--- src/rha_pkg.sv ---
// Package with constants, states and carriers of the refresh and hold arbiter.
package rha_pkg;

  localparam int unsigned CLK_HZ          = 10_000_000;
  localparam int unsigned TIMER_SRC_HZ    = 1_190_000;
  // Divider for the timer source, rounded down to whole system clocks.
  localparam int unsigned TIMER_DIV       = CLK_HZ / TIMER_SRC_HZ;
  localparam int unsigned TDIV_W          = 4;
  localparam logic [TDIV_W-1:0] TDIV_LAST = TDIV_W'(TIMER_DIV - 1);

  localparam int unsigned REF_EDGES       = 4;
  localparam int unsigned REF_CNT_W       = 3;
  localparam logic [REF_CNT_W-1:0] REF_LAST = REF_CNT_W'(REF_EDGES - 1);
  localparam logic [REF_CNT_W-1:0] REF_CNT_RST = 3'h0;

  localparam int unsigned ADDR_W          = 8;
  localparam logic [ADDR_W-1:0] ADDR_RST  = 8'h00;
  localparam logic [ADDR_W-1:0] ADDR_STEP = 8'h01;

  localparam int unsigned PORT_W          = 8;
  localparam int unsigned PORT_REF_BIT    = 4;
  localparam int unsigned PORT_SPK_BIT    = 5;

  localparam int unsigned SYNC_W          = 8;
  localparam int unsigned PIN_DMA_CLOCK   = 0;
  localparam int unsigned PIN_DMA_HOLD    = 1;
  localparam int unsigned PIN_TIMER1      = 2;
  localparam int unsigned PIN_HOLD_ACK    = 3;
  localparam int unsigned PIN_CH_READY    = 4;
  localparam int unsigned PIN_BUS_CLOCK   = 5;
  localparam int unsigned PIN_TIMER0      = 6;
  localparam int unsigned PIN_TIMER2      = 7;

  typedef enum logic [5:0] {
    ST_IDLE     = 6'h01,
    ST_DMA_WAIT = 6'h02,
    ST_DMA      = 6'h04,
    ST_REF_WAIT = 6'h08,
    ST_REF      = 6'h10,
    ST_REF_EXT  = 6'h20
  } rha_state_e;

  // Pin inputs in one bundle; bit order matches the PIN_ positions.
  typedef struct packed {
    logic timer2_out;
    logic timer0_out;
    logic bus_clock;
    logic channel_ready;
    logic hold_ack;
    logic timer1_out;
    logic dma_hold_req;
    logic dma_clock;
  } rha_pins_s;

  // Refresh strobe and address drive towards the system bus.
  typedef struct packed {
    logic              refresh_n_o;
    logic              refresh_n_oe;
    logic [ADDR_W-1:0] sys_addr_low_o;
    logic              sys_addr_low_oe;
  } rha_bus_s;

endpackage

--- src/rha_arbiter.sv ---
// Hold request arbiter and refresh generator of the peripheral controller.
`timescale 1ns/10ps

// Behaviour
// - Hold requests come from the DMA controller and from each low to high step of timer 1.
// - The CPU hold request is high while the DMA or the refresh source is requesting.
// - The DMA request is sampled on DMA clock rises and the timer request on its falls.
// - A winning DMA request raises hold and waits for hold acknowledge before granting.
// - When DMA drops, a pending refresh follows directly, otherwise hold falls.
// - A winning refresh raises hold and drives the active-low refresh strobe low.
// - The strobe stays low for four bus clock rises and hold falls on the fourth.
// - A DMA request pending on the fourth rise stretches the refresh to the next bus clock rise, then DMA gets the bus.
// - An 8-bit refresh address counter supplies system address bits 0 to 7 during refresh.
// - The refresh address is driven only while the refresh strobe is low.
// - A refresh-detect bit reads back as bit 4 of the system control port.
// - All three timer counters are clocked from a 1.25 MHz source, 10 MHz divided by 8.
// - Timer 0 drives interrupt request 0, timer 1 starts refreshes, timer 2 drives the speaker.
// - Withheld channel ready lengthens the refresh strobe by wait states.
module rha_arbiter (
  input  wire logic                       clk,
  input  wire logic                       rst_n,
  input  wire logic                       clk_en,
  input  wire rha_pkg::rha_pins_s         pins,
  output rha_pkg::rha_bus_s               bus,
  output logic                            hold_req,
  output logic                            dma_grant,
  output logic [rha_pkg::PORT_W-1:0]      system_control_port,
  output logic                            timer_clock,
  output logic                            irq0_req,
  output logic                            speaker_out
);

  logic [rha_pkg::SYNC_W-1:0] sync1_q;
  logic [rha_pkg::SYNC_W-1:0] sync2_q;
  logic [rha_pkg::SYNC_W-1:0] pins_v;

  assign pins_v = pins;

  // Two flip-flops for every pin that arrives from outside this clock.
  // Pin clock edges are found on the synchronised copies. The DMA clock and
  // the bus clock must therefore run well below half of clk, or edges merge.
  for (genvar i = 0; i < rha_pkg::SYNC_W; i++) begin : g_sync
    always_ff @(posedge clk or negedge rst_n) begin
      if (!rst_n) begin
        sync1_q[i] <= 1'b0;
        sync2_q[i] <= 1'b0;
      end else if (clk_en) begin
        sync1_q[i] <= pins_v[i];
        sync2_q[i] <= sync1_q[i];
      end
    end
  end

  logic dma_clk_s;
  logic bus_clk_s;
  logic ack_s;
  logic rdy_s;
  assign dma_clk_s = sync2_q[rha_pkg::PIN_DMA_CLOCK];
  assign bus_clk_s = sync2_q[rha_pkg::PIN_BUS_CLOCK];
  assign ack_s     = sync2_q[rha_pkg::PIN_HOLD_ACK];
  assign rdy_s     = sync2_q[rha_pkg::PIN_CH_READY];

  // Request sampling group.
  logic dma_clk_prev_q;
  logic dma_clk_prev_d;
  logic bus_clk_prev_q;
  logic bus_clk_prev_d;
  logic dma_req_q;
  logic dma_req_d;
  logic t1_q;
  logic t1_d;
  logic ref_pend_q;
  logic ref_pend_d;
  logic dma_rise;
  logic dma_fall;
  logic bus_rise;
  logic ref_take;

  always_comb begin
    dma_clk_prev_d = dma_clk_s;
    bus_clk_prev_d = bus_clk_s;
    dma_rise       = dma_clk_s & ~dma_clk_prev_q;
    dma_fall       = ~dma_clk_s & dma_clk_prev_q;
    bus_rise       = bus_clk_s & ~bus_clk_prev_q;
    dma_req_d      = dma_req_q;
    t1_d           = t1_q;
    ref_pend_d     = ref_pend_q & ~ref_take;
    if (dma_rise) begin
      dma_req_d = sync2_q[rha_pkg::PIN_DMA_HOLD];
    end
    if (dma_fall) begin
      t1_d = sync2_q[rha_pkg::PIN_TIMER1];
      // A new timer step is kept even when the pending flag is taken now.
      if (sync2_q[rha_pkg::PIN_TIMER1] && !t1_q) begin
        ref_pend_d = 1'b1;
      end
    end
  end

  always_ff @(posedge clk or negedge rst_n) begin
    if (!rst_n) begin
      dma_clk_prev_q <= 1'b0;
      bus_clk_prev_q <= 1'b0;
      dma_req_q      <= 1'b0;
      t1_q           <= 1'b0;
      ref_pend_q     <= 1'b0;
    end else if (clk_en) begin
      dma_clk_prev_q <= dma_clk_prev_d;
      bus_clk_prev_q <= bus_clk_prev_d;
      dma_req_q      <= dma_req_d;
      t1_q           <= t1_d;
      ref_pend_q     <= ref_pend_d;
    end
  end

  // Arbitration and refresh group.
  rha_pkg::rha_state_e              st_q;
  rha_pkg::rha_state_e              st_d;
  logic [rha_pkg::REF_CNT_W-1:0]    cnt_q;
  logic [rha_pkg::REF_CNT_W-1:0]    cnt_d;
  logic [rha_pkg::ADDR_W-1:0]       addr_q;
  logic [rha_pkg::ADDR_W-1:0]       addr_d;
  logic                             det_q;
  logic                             det_d;
  logic                             hold_q;
  logic                             hold_d;
  logic                             strobe_d;
  logic                             grant_q;
  logic                             grant_d;
  logic                             ref_done;

  always_comb begin
    st_d     = st_q;
    cnt_d    = cnt_q;
    addr_d   = addr_q;
    det_d    = det_q;
    ref_take = 1'b0;
    ref_done = 1'b0;
    case (st_q)
      rha_pkg::ST_IDLE: begin
        if (dma_req_q) begin
          st_d = rha_pkg::ST_DMA_WAIT;
        end else if (ref_pend_q) begin
          st_d     = rha_pkg::ST_REF_WAIT;
          ref_take = 1'b1;
        end
      end
      rha_pkg::ST_DMA_WAIT: begin
        if (ack_s) begin
          st_d = rha_pkg::ST_DMA;
        end
      end
      rha_pkg::ST_DMA: begin
        if (!dma_req_q) begin
          if (ref_pend_q) begin
            st_d     = rha_pkg::ST_REF;
            cnt_d    = rha_pkg::REF_CNT_RST;
            ref_take = 1'b1;
          end else begin
            st_d = rha_pkg::ST_IDLE;
          end
        end
      end
      rha_pkg::ST_REF_WAIT: begin
        if (ack_s) begin
          st_d  = rha_pkg::ST_REF;
          cnt_d = rha_pkg::REF_CNT_RST;
        end
      end
      rha_pkg::ST_REF: begin
        // Edges with channel ready withheld are wait states and do not count.
        if (bus_rise && rdy_s) begin
          if (cnt_q == rha_pkg::REF_LAST) begin
            if (dma_req_q) begin
              st_d = rha_pkg::ST_REF_EXT;
            end else begin
              st_d     = rha_pkg::ST_IDLE;
              ref_done = 1'b1;
            end
          end else begin
            cnt_d = cnt_q + 3'h1;
          end
        end
      end
      rha_pkg::ST_REF_EXT: begin
        if (bus_rise) begin
          st_d     = rha_pkg::ST_DMA;
          ref_done = 1'b1;
        end
      end
      default: begin
        st_d = rha_pkg::ST_IDLE;
      end
    endcase
    if (ref_done) begin
      addr_d = addr_q + rha_pkg::ADDR_STEP;
      det_d  = ~det_q;
    end
    hold_d   = (st_d != rha_pkg::ST_IDLE);
    strobe_d = (st_d == rha_pkg::ST_REF) || (st_d == rha_pkg::ST_REF_EXT);
    grant_d  = (st_d == rha_pkg::ST_DMA);
  end

  always_ff @(posedge clk or negedge rst_n) begin
    if (!rst_n) begin
      st_q     <= rha_pkg::ST_IDLE;
      cnt_q    <= rha_pkg::REF_CNT_RST;
      addr_q   <= rha_pkg::ADDR_RST;
      det_q    <= 1'b0;
      hold_q   <= 1'b0;
      grant_q  <= 1'b0;
    end else if (clk_en) begin
      st_q     <= st_d;
      cnt_q    <= cnt_d;
      addr_q   <= addr_d;
      det_q    <= det_d;
      hold_q   <= hold_d;
      grant_q  <= grant_d;
    end
  end

  // Timer source and timer output wiring group.
  logic [rha_pkg::TDIV_W-1:0] tdiv_q;
  logic [rha_pkg::TDIV_W-1:0] tdiv_d;
  logic                       tick_q;
  logic                       tick_d;
  logic                       irq0_q;
  logic                       irq0_d;
  logic                       spk_q;
  logic                       spk_d;

  always_comb begin
    tick_d = (tdiv_q == rha_pkg::TDIV_LAST);
    tdiv_d = tick_d ? '0 : tdiv_q + 4'h1;
    irq0_d = sync2_q[rha_pkg::PIN_TIMER0];
    spk_d  = sync2_q[rha_pkg::PIN_TIMER2];
  end

  always_ff @(posedge clk or negedge rst_n) begin
    if (!rst_n) begin
      tdiv_q <= '0;
      tick_q <= 1'b0;
      irq0_q <= 1'b0;
      spk_q  <= 1'b0;
    end else if (clk_en) begin
      tdiv_q <= tdiv_d;
      tick_q <= tick_d;
      irq0_q <= irq0_d;
      spk_q  <= spk_d;
    end
  end

  // Output register group.
  // The strobe, its enable and the address are registered from the next
  // state values, so they change on the same edge as the state itself.
  // The strobe leaves reset high, so no false refresh shows at power up.
  rha_pkg::rha_bus_s          bus_q;
  rha_pkg::rha_bus_s          bus_d;
  logic [rha_pkg::PORT_W-1:0] port_q;
  logic [rha_pkg::PORT_W-1:0] port_d;

  always_comb begin
    bus_d.refresh_n_o             = ~strobe_d;
    bus_d.refresh_n_oe            = strobe_d;
    bus_d.sys_addr_low_o          = addr_d;
    bus_d.sys_addr_low_oe         = strobe_d;
    port_d                        = '0;
    port_d[rha_pkg::PORT_REF_BIT] = det_d;
    port_d[rha_pkg::PORT_SPK_BIT] = spk_d;
  end

  always_ff @(posedge clk or negedge rst_n) begin
    if (!rst_n) begin
      bus_q.refresh_n_o     <= 1'b1;
      bus_q.refresh_n_oe    <= 1'b0;
      bus_q.sys_addr_low_o  <= rha_pkg::ADDR_RST;
      bus_q.sys_addr_low_oe <= 1'b0;
      port_q                <= '0;
    end else if (clk_en) begin
      bus_q  <= bus_d;
      port_q <= port_d;
    end
  end

  // Every port below is a plain copy of one register.
  assign hold_req             = hold_q;
  assign dma_grant            = grant_q;
  assign timer_clock          = tick_q;
  assign irq0_req             = irq0_q;
  assign speaker_out          = spk_q;
  assign system_control_port  = port_q;
  assign bus                  = bus_q;

endmodule // rha_arbiter

--- config.mk ---
export PLATFORM = sky130hd
export DESIGN_NAME = rha_arbiter
export DESIGN_NICKNAME = d
export VERILOG_FILES = /design/src/rha_pkg.sv /design/src/rha_arbiter.sv
export SDC_FILE = /design/constraint.sdc
export NUM_CORES = 1
export LEC_CHECK = 0
export BUFFER_PORTS_ARGS = -buffer_cell sky130_fd_sc_hd__buf_4
export CAP_MARGIN = 20
export CORE_ASPECT_RATIO = 0.7
export CORE_UTILIZATION = 40
export CTS_CLUSTER_SIZE = 30
export DETAILED_ROUTE_END_ITERATION = 8
export SYNTH_ARGS = -nofsm -noshare
export SYNTH_HDL_FRONTEND = slang
export SYNTH_SLANG_ARGS = --single-unit
--- constraint.sdc ---
create_clock -name clk -period 3.6 [get_ports clk]
set_clock_uncertainty 0.15 [all_clocks]
set_input_delay 0.72 -clock clk [delete_from_list [all_inputs] [get_ports clk]]
set_output_delay 0.72 -clock clk [all_outputs]
set_load 0.01 [all_outputs]
# After elaboration in Yosys (flattened, before gate mapping)
# Index checks and enable logic that the tools add are counted.
# classes
addsub	3
reduce_logical	10
n_mux	30
n_eq_ne	17
bitwise_logic	10
# op_table
op	n
2-to-1 mux 6 bit	9
case mux 6 bit (6 select lines)	1
2-to-1 mux 3 bit	5
equality test 6 x 3 -> 1 bit, second input constant	2
equality test 6 x 5 -> 1 bit, second input constant	2
equality test 6 bit, second input constant	2
2-to-1 mux 1 bit	10
!= test 2 bit, second input constant	5
case mux 3 bit (3 select lines)	1
adder 8 x 1 -> 8 bit, second input constant	1
2-to-1 mux 8 bit	1
AND reduction 7 bit	1
equality test 6 x 1 -> 1 bit, second input constant	1
equality test 6 x 2 -> 1 bit, second input constant	1
equality test 6 x 4 -> 1 bit, second input constant	1
!= test 6 x 1 -> 1 bit, second input constant	1
inverter 1 bit	6
AND reduction 2 bit	3
2-to-1 mux 5 bit	1
adder 4 x 1 -> 4 bit, second input constant	1
AND 1 bit	4
equality test 4 x 3 -> 1 bit, second input constant	1
2-to-1 mux 4 bit	1
adder 3 x 1 -> 3 bit, second input constant	1
7 further kinds	8
# word_totals
inputBits	11
word_cells	104
reg_bits	52
output_inout_bits	24

# Longest topological paths before layout
# depth
ltp_word	8
ltp_mapped	8

# Least setup slack after synthesis
# No wires, ideal clock.
# synth_timing
path_kind	reg-to-reg
start	register st_q[0]
end	register cnt_q[0] (netlist bit)
period_less_slack_ns	2.289
path_slack_ns	1.311
path_buffers	2
required_ns	3.325
t_arrival_ns	2.014
stages_incl_launch_ff	8
path_cell_list	dfstp_2 > buf_6 > or4_4 > buf_6 > nor2_8 > nand4b_4 > a221oi_4 > mux2_4
# synth_via
elab_chain_cells	3
elab_cells_between_ends	11
# synth_rtl
element	line	source
from (decl)	rha_arbiter.sv:117	rha_pkg::rha_state_e st_q;
from (signal assigned)	rha_arbiter.sv:206	st_q <= rha_pkg::ST_IDLE;
from (signal assigned)	rha_arbiter.sv:213	st_q <= st_d;
equality test 6 x 5 -> 1 bit (tied with other cells)	rha_arbiter.sv:139	case (st_q)
!= test 2 bit (no source line) / nonzero test 3 bit (equally long branches)	n/a	
AND reduction 7 bit (no source line)	n/a	
to (signal assigned)	rha_arbiter.sv:207	cnt_q <= rha_pkg::REF_CNT_RST;
to (signal assigned)	rha_arbiter.sv:214	cnt_q <= cnt_d;
to (decl)	rha_arbiter.sv:119	logic [rha_pkg::REF_CNT_W-1:0] cnt_q;
# Parallel ways exist; a longest one is shown, timed or not.
# A chain may end at the register's enable or synchronous reset.

# Final worst setup path
# layout_timing
start	register st_q[2]
end	register cnt_q[2] (netlist bit)
# The elaborated chain is that of the path after synthesis.

==> results.json <==
{
  "detail_route.wirelength_mm": 4.44,
  "yosys_warnings": 0,
  "ys.flop_type": "dfrtp_1",
  "critPathLaunchType": "flop",
  "drv_cap": 0,
  "worst_pin_slew_ps": 633,
  "fillCellCount": 550,
  "avgViaCountPerCell": 5.26,
  "synth_edf_count": 0,
  "antenna_found_initial": 0,
  "vdd_drop_max_v": 0.000284,
  "nets": 253,
  "cts_made_buffers": 5,
  "wl_per_cell_um": 14.2,
  "crit_chain": "or4_4, nor2_8, o21ai_0, a221oi_4, mux2_4",
  "drt_pass1_iterations": 4,
  "diodes": 0,
  "clock-sinks": 50,
  "grt_overflow": 0,
  "period_share_pct": 70.0,
  "portBuffers": 28,
  "final_common_cell": "dfrtp_1",
  "vias": 1647,
  "hold_viol_final": 0,
  "clk_latency_ps": 310,
  "syn_to_final_growth_pct": 12.4,
  "maxSlewViolCount": 0,
  "core_um2": 5930,
  "final_cell_mix": "dfrtp_1, buf_4, mux2_2",
  "synth.distinct_cells": 58,
  "p_total_w": 0.00161,
  "holdBufCountCts": 0,
  "initial_core_util_pct": 42.8,
  "max_stage_delay_ps": 670,
  "p_sw_share_pct": 31.6,
  "postRouteAntennaNets": 0,
  "h-tree-depth": 2,
  "fin_area_um2": 2850,
  "rows": 23,
  "cts_buffer_depth": 2,
  "intPower_w": 0.00110,
  "utilization_pct": 48.1,
  "path_buf_inv": 0,
  "fp.dieW_um": 97.2,
  "period_needed_ps": 2520,
  "finalSetupViolations": 0,
  "p_seq_share_pct": 49.7,
  "synthArstFlopShare_pct": 100,
  "end_kind": "flop",
  "drtIter0Drc": 126,
  "crit_required_ps": 3650,
  "layout-drive-gt1-share_pct": 31.5,
  "critPathKind": "reg -> reg",
  "grt_pass1_wl_mm": 7.40,
  "cts_root_buf": "clkbuf_8",
  "clock_power_share_pct": 24.9,
  "crit_fanout": 15,
  "grt_pass1_vias": 1476,
  "grt_max_degree": 51,
  "dpl_cell_area_um2": 2740,
  "cp_top_family": "simple AND/OR/NAND/NOR gates",
  "gp_congestion": 0.872,
  "status": "finished, final reports clean",
  "grt_use_total_pct": 14.3,
  "io_pins": 35,
  "dp_hpwl_mm": 3.00,
  "fmax_ghz": 0.397,
  "syn_area_um2": 2540,
  "hp-class": "in -> async",
  "path_clk_slew_ps": 90,
  "power_density_nw_per_um2": 565,
  "dieArea_um2": 6670,
  "post_cts_buffers": 0,
  "synth-seq-cells": 50,
  "avgSynthCellArea_um2": 11.7,
  "fp.dieH_um": 68.6,
  "post_cts_resized": 0,
  "share_comb_of_total_power_pct": 25.5,
  "drcViolationCount": 0,
  "critPathArrivalTime_ps": 2560,
  "p_leak_nw": 1.31,
  "ys_seq_area_share_pct": 49.4,
  "cts_tree": "yes",
  "p_sw_w": 0.000509,
  "tns_ps": 0,
  "slowest_stage": "or4_4",
  "rsz0062_at_grt": "no",
  "netlist_instances": 216,
  "slew_headroom_pct": 57.8
}
==> power groups by stage <==
| stage | clock (W) | sequential, W | combinational [W] |
|---|---|---|---|
| floorplan | 0 | 0.000769 | 0.000337 |
| global placement | 0 | 0.000808 | 0.000410 |
| detailed placement | 0 | 0.000808 | 0.000413 |
| CTS | 0.000418 | 0.000798 | 0.000415 |
| global route | 0.000443 | 0.000820 | 0.000457 |
| finish | 0.000400 | 0.000800 | 0.000411 |
==> final timing paths <==
| path | from | slack [ps] | depth (start not counted) | end |
|---|---|---|---|---|
| worst max-delay path | st_q[2]$_DFFE_PN0P_ | 1080 | 5 | cnt_q[2]$_DFFE_PN0P_ |
| worst min-delay path | rst_n | 280 | 1 | cnt_q[0]$_DFFE_PN0P_ |
| worst max register to register | st_q[2]$_DFFE_PN0P_ | 1080 | 5 | cnt_q[2]$_DFFE_PN0P_ |
| worst min register to register | system_control_port[4]$_DFFE_PN0P_ | 330 | 1 | system_control_port[4]$_DFFE_PN0P_ |
| max in group asynchronous | rst_n | 2590 | 1 | sync1_q[1]$_DFFE_PN0P_ |
| min in group clk | system_control_port[4]$_DFFE_PN0P_ | 330 | 1 | system_control_port[4]$_DFFE_PN0P_ |
==> worst register-to-register path: cells and delay by family, from the launching register on <==
family,cells,cell delay (ps)
multiplexers,1,330
flip-flops,1,540
AO/OA/AOI/OAI,2,530
AND/OR/NAND/NOR,2,870
==> kinds of logic after synthesis <==
family                     synth area share, %
and+or+nand+nor                           15.2
xor gates and xnor gates                  3.80
buffers and inverters                     6.66
AOI/OAI and AO/OA                         9.62
adders and majority gates                 2.47
muxes                                     12.7
DFF                                       49.4
other                                    0.148
==> state kept, by name, indices dropped and copies added, names as in the netlist, 2 cells and up <==
register,count
tdiv_q,4
st_q,6
cnt_q,3
sync2_q,2
bus,10
sync1_q,8
==> layer usage <==
| metal | track usage [%] | routed length [um] | up-vias |
|---|---|---|---|
| met2 | 20.1 | 1740 | 40 |
| met3 | 3.63 | 230 | 4 |
| li1 | - | - | 801 |
| met1 | 21.2 | 2430 | 802 |
| met5 | 0 | 0 | - |
| met4 | 5.04 | 34 | 0 |
==> layout make-up <==
cell class / count / area (um2) / area share [%]
clock inverters: 3 / 43.8 / 1.54
flip-flops and latches: 50 / 1250 / 44.0
well taps: 75 / 93.8 / 3.29
inverters: 11 / 41.3 / 1.45
repair buffers: 29 / 218 / 7.63
multi-input cells: 140 / 1130 / 39.7
clock buffers: 5 / 68.8 / 2.41
==> stage by stage <==
stage,worst slack (ps),hold WS [ps],cells
floorplan,1310,274,221
CTS,1090,299,313
global placement,1140,319,305
detailed placement,1110,317,305
global route,966,329,313
finish,1080,281,313
==> Yosys cell counts, types with 2 or more instances <==
cell / n / area [um2]
nand3_1: 3 / 15.0
nand2_1: 14 / 52.6
o22ai_1: 2 / 12.5
and3b_1: 2 / 17.5
mux2_2: 25 / 282
mux2_4: 2 / 30.0
nor3_1: 5 / 25.0
dfrtp_1: 48 / 1200
buf_6: 2 / 22.5
o21ai_0: 4 / 20.0
nand4_1: 6 / 37.5
o21a_1: 3 / 22.5
inv_1: 11 / 41.3
buf_1: 3 / 11.3
a41oi_1: 2 / 17.5
nor3b_1: 2 / 15.0
nor4_1: 2 / 12.5
ha_1: 5 / 62.6
a21oi_1: 4 / 20.0
xnor2_1: 8 / 70.1
xor2_1: 3 / 26.3
nand3b_1: 3 / 22.5
nor2_1: 7 / 26.3
and3_1: 2 / 12.5
buf_4: 10 / 75.1
dfstp_2: 2 / 52.6
clkbuf_1: 5 / 18.8
Note: power is estimated with default switching activity, not from simulation.
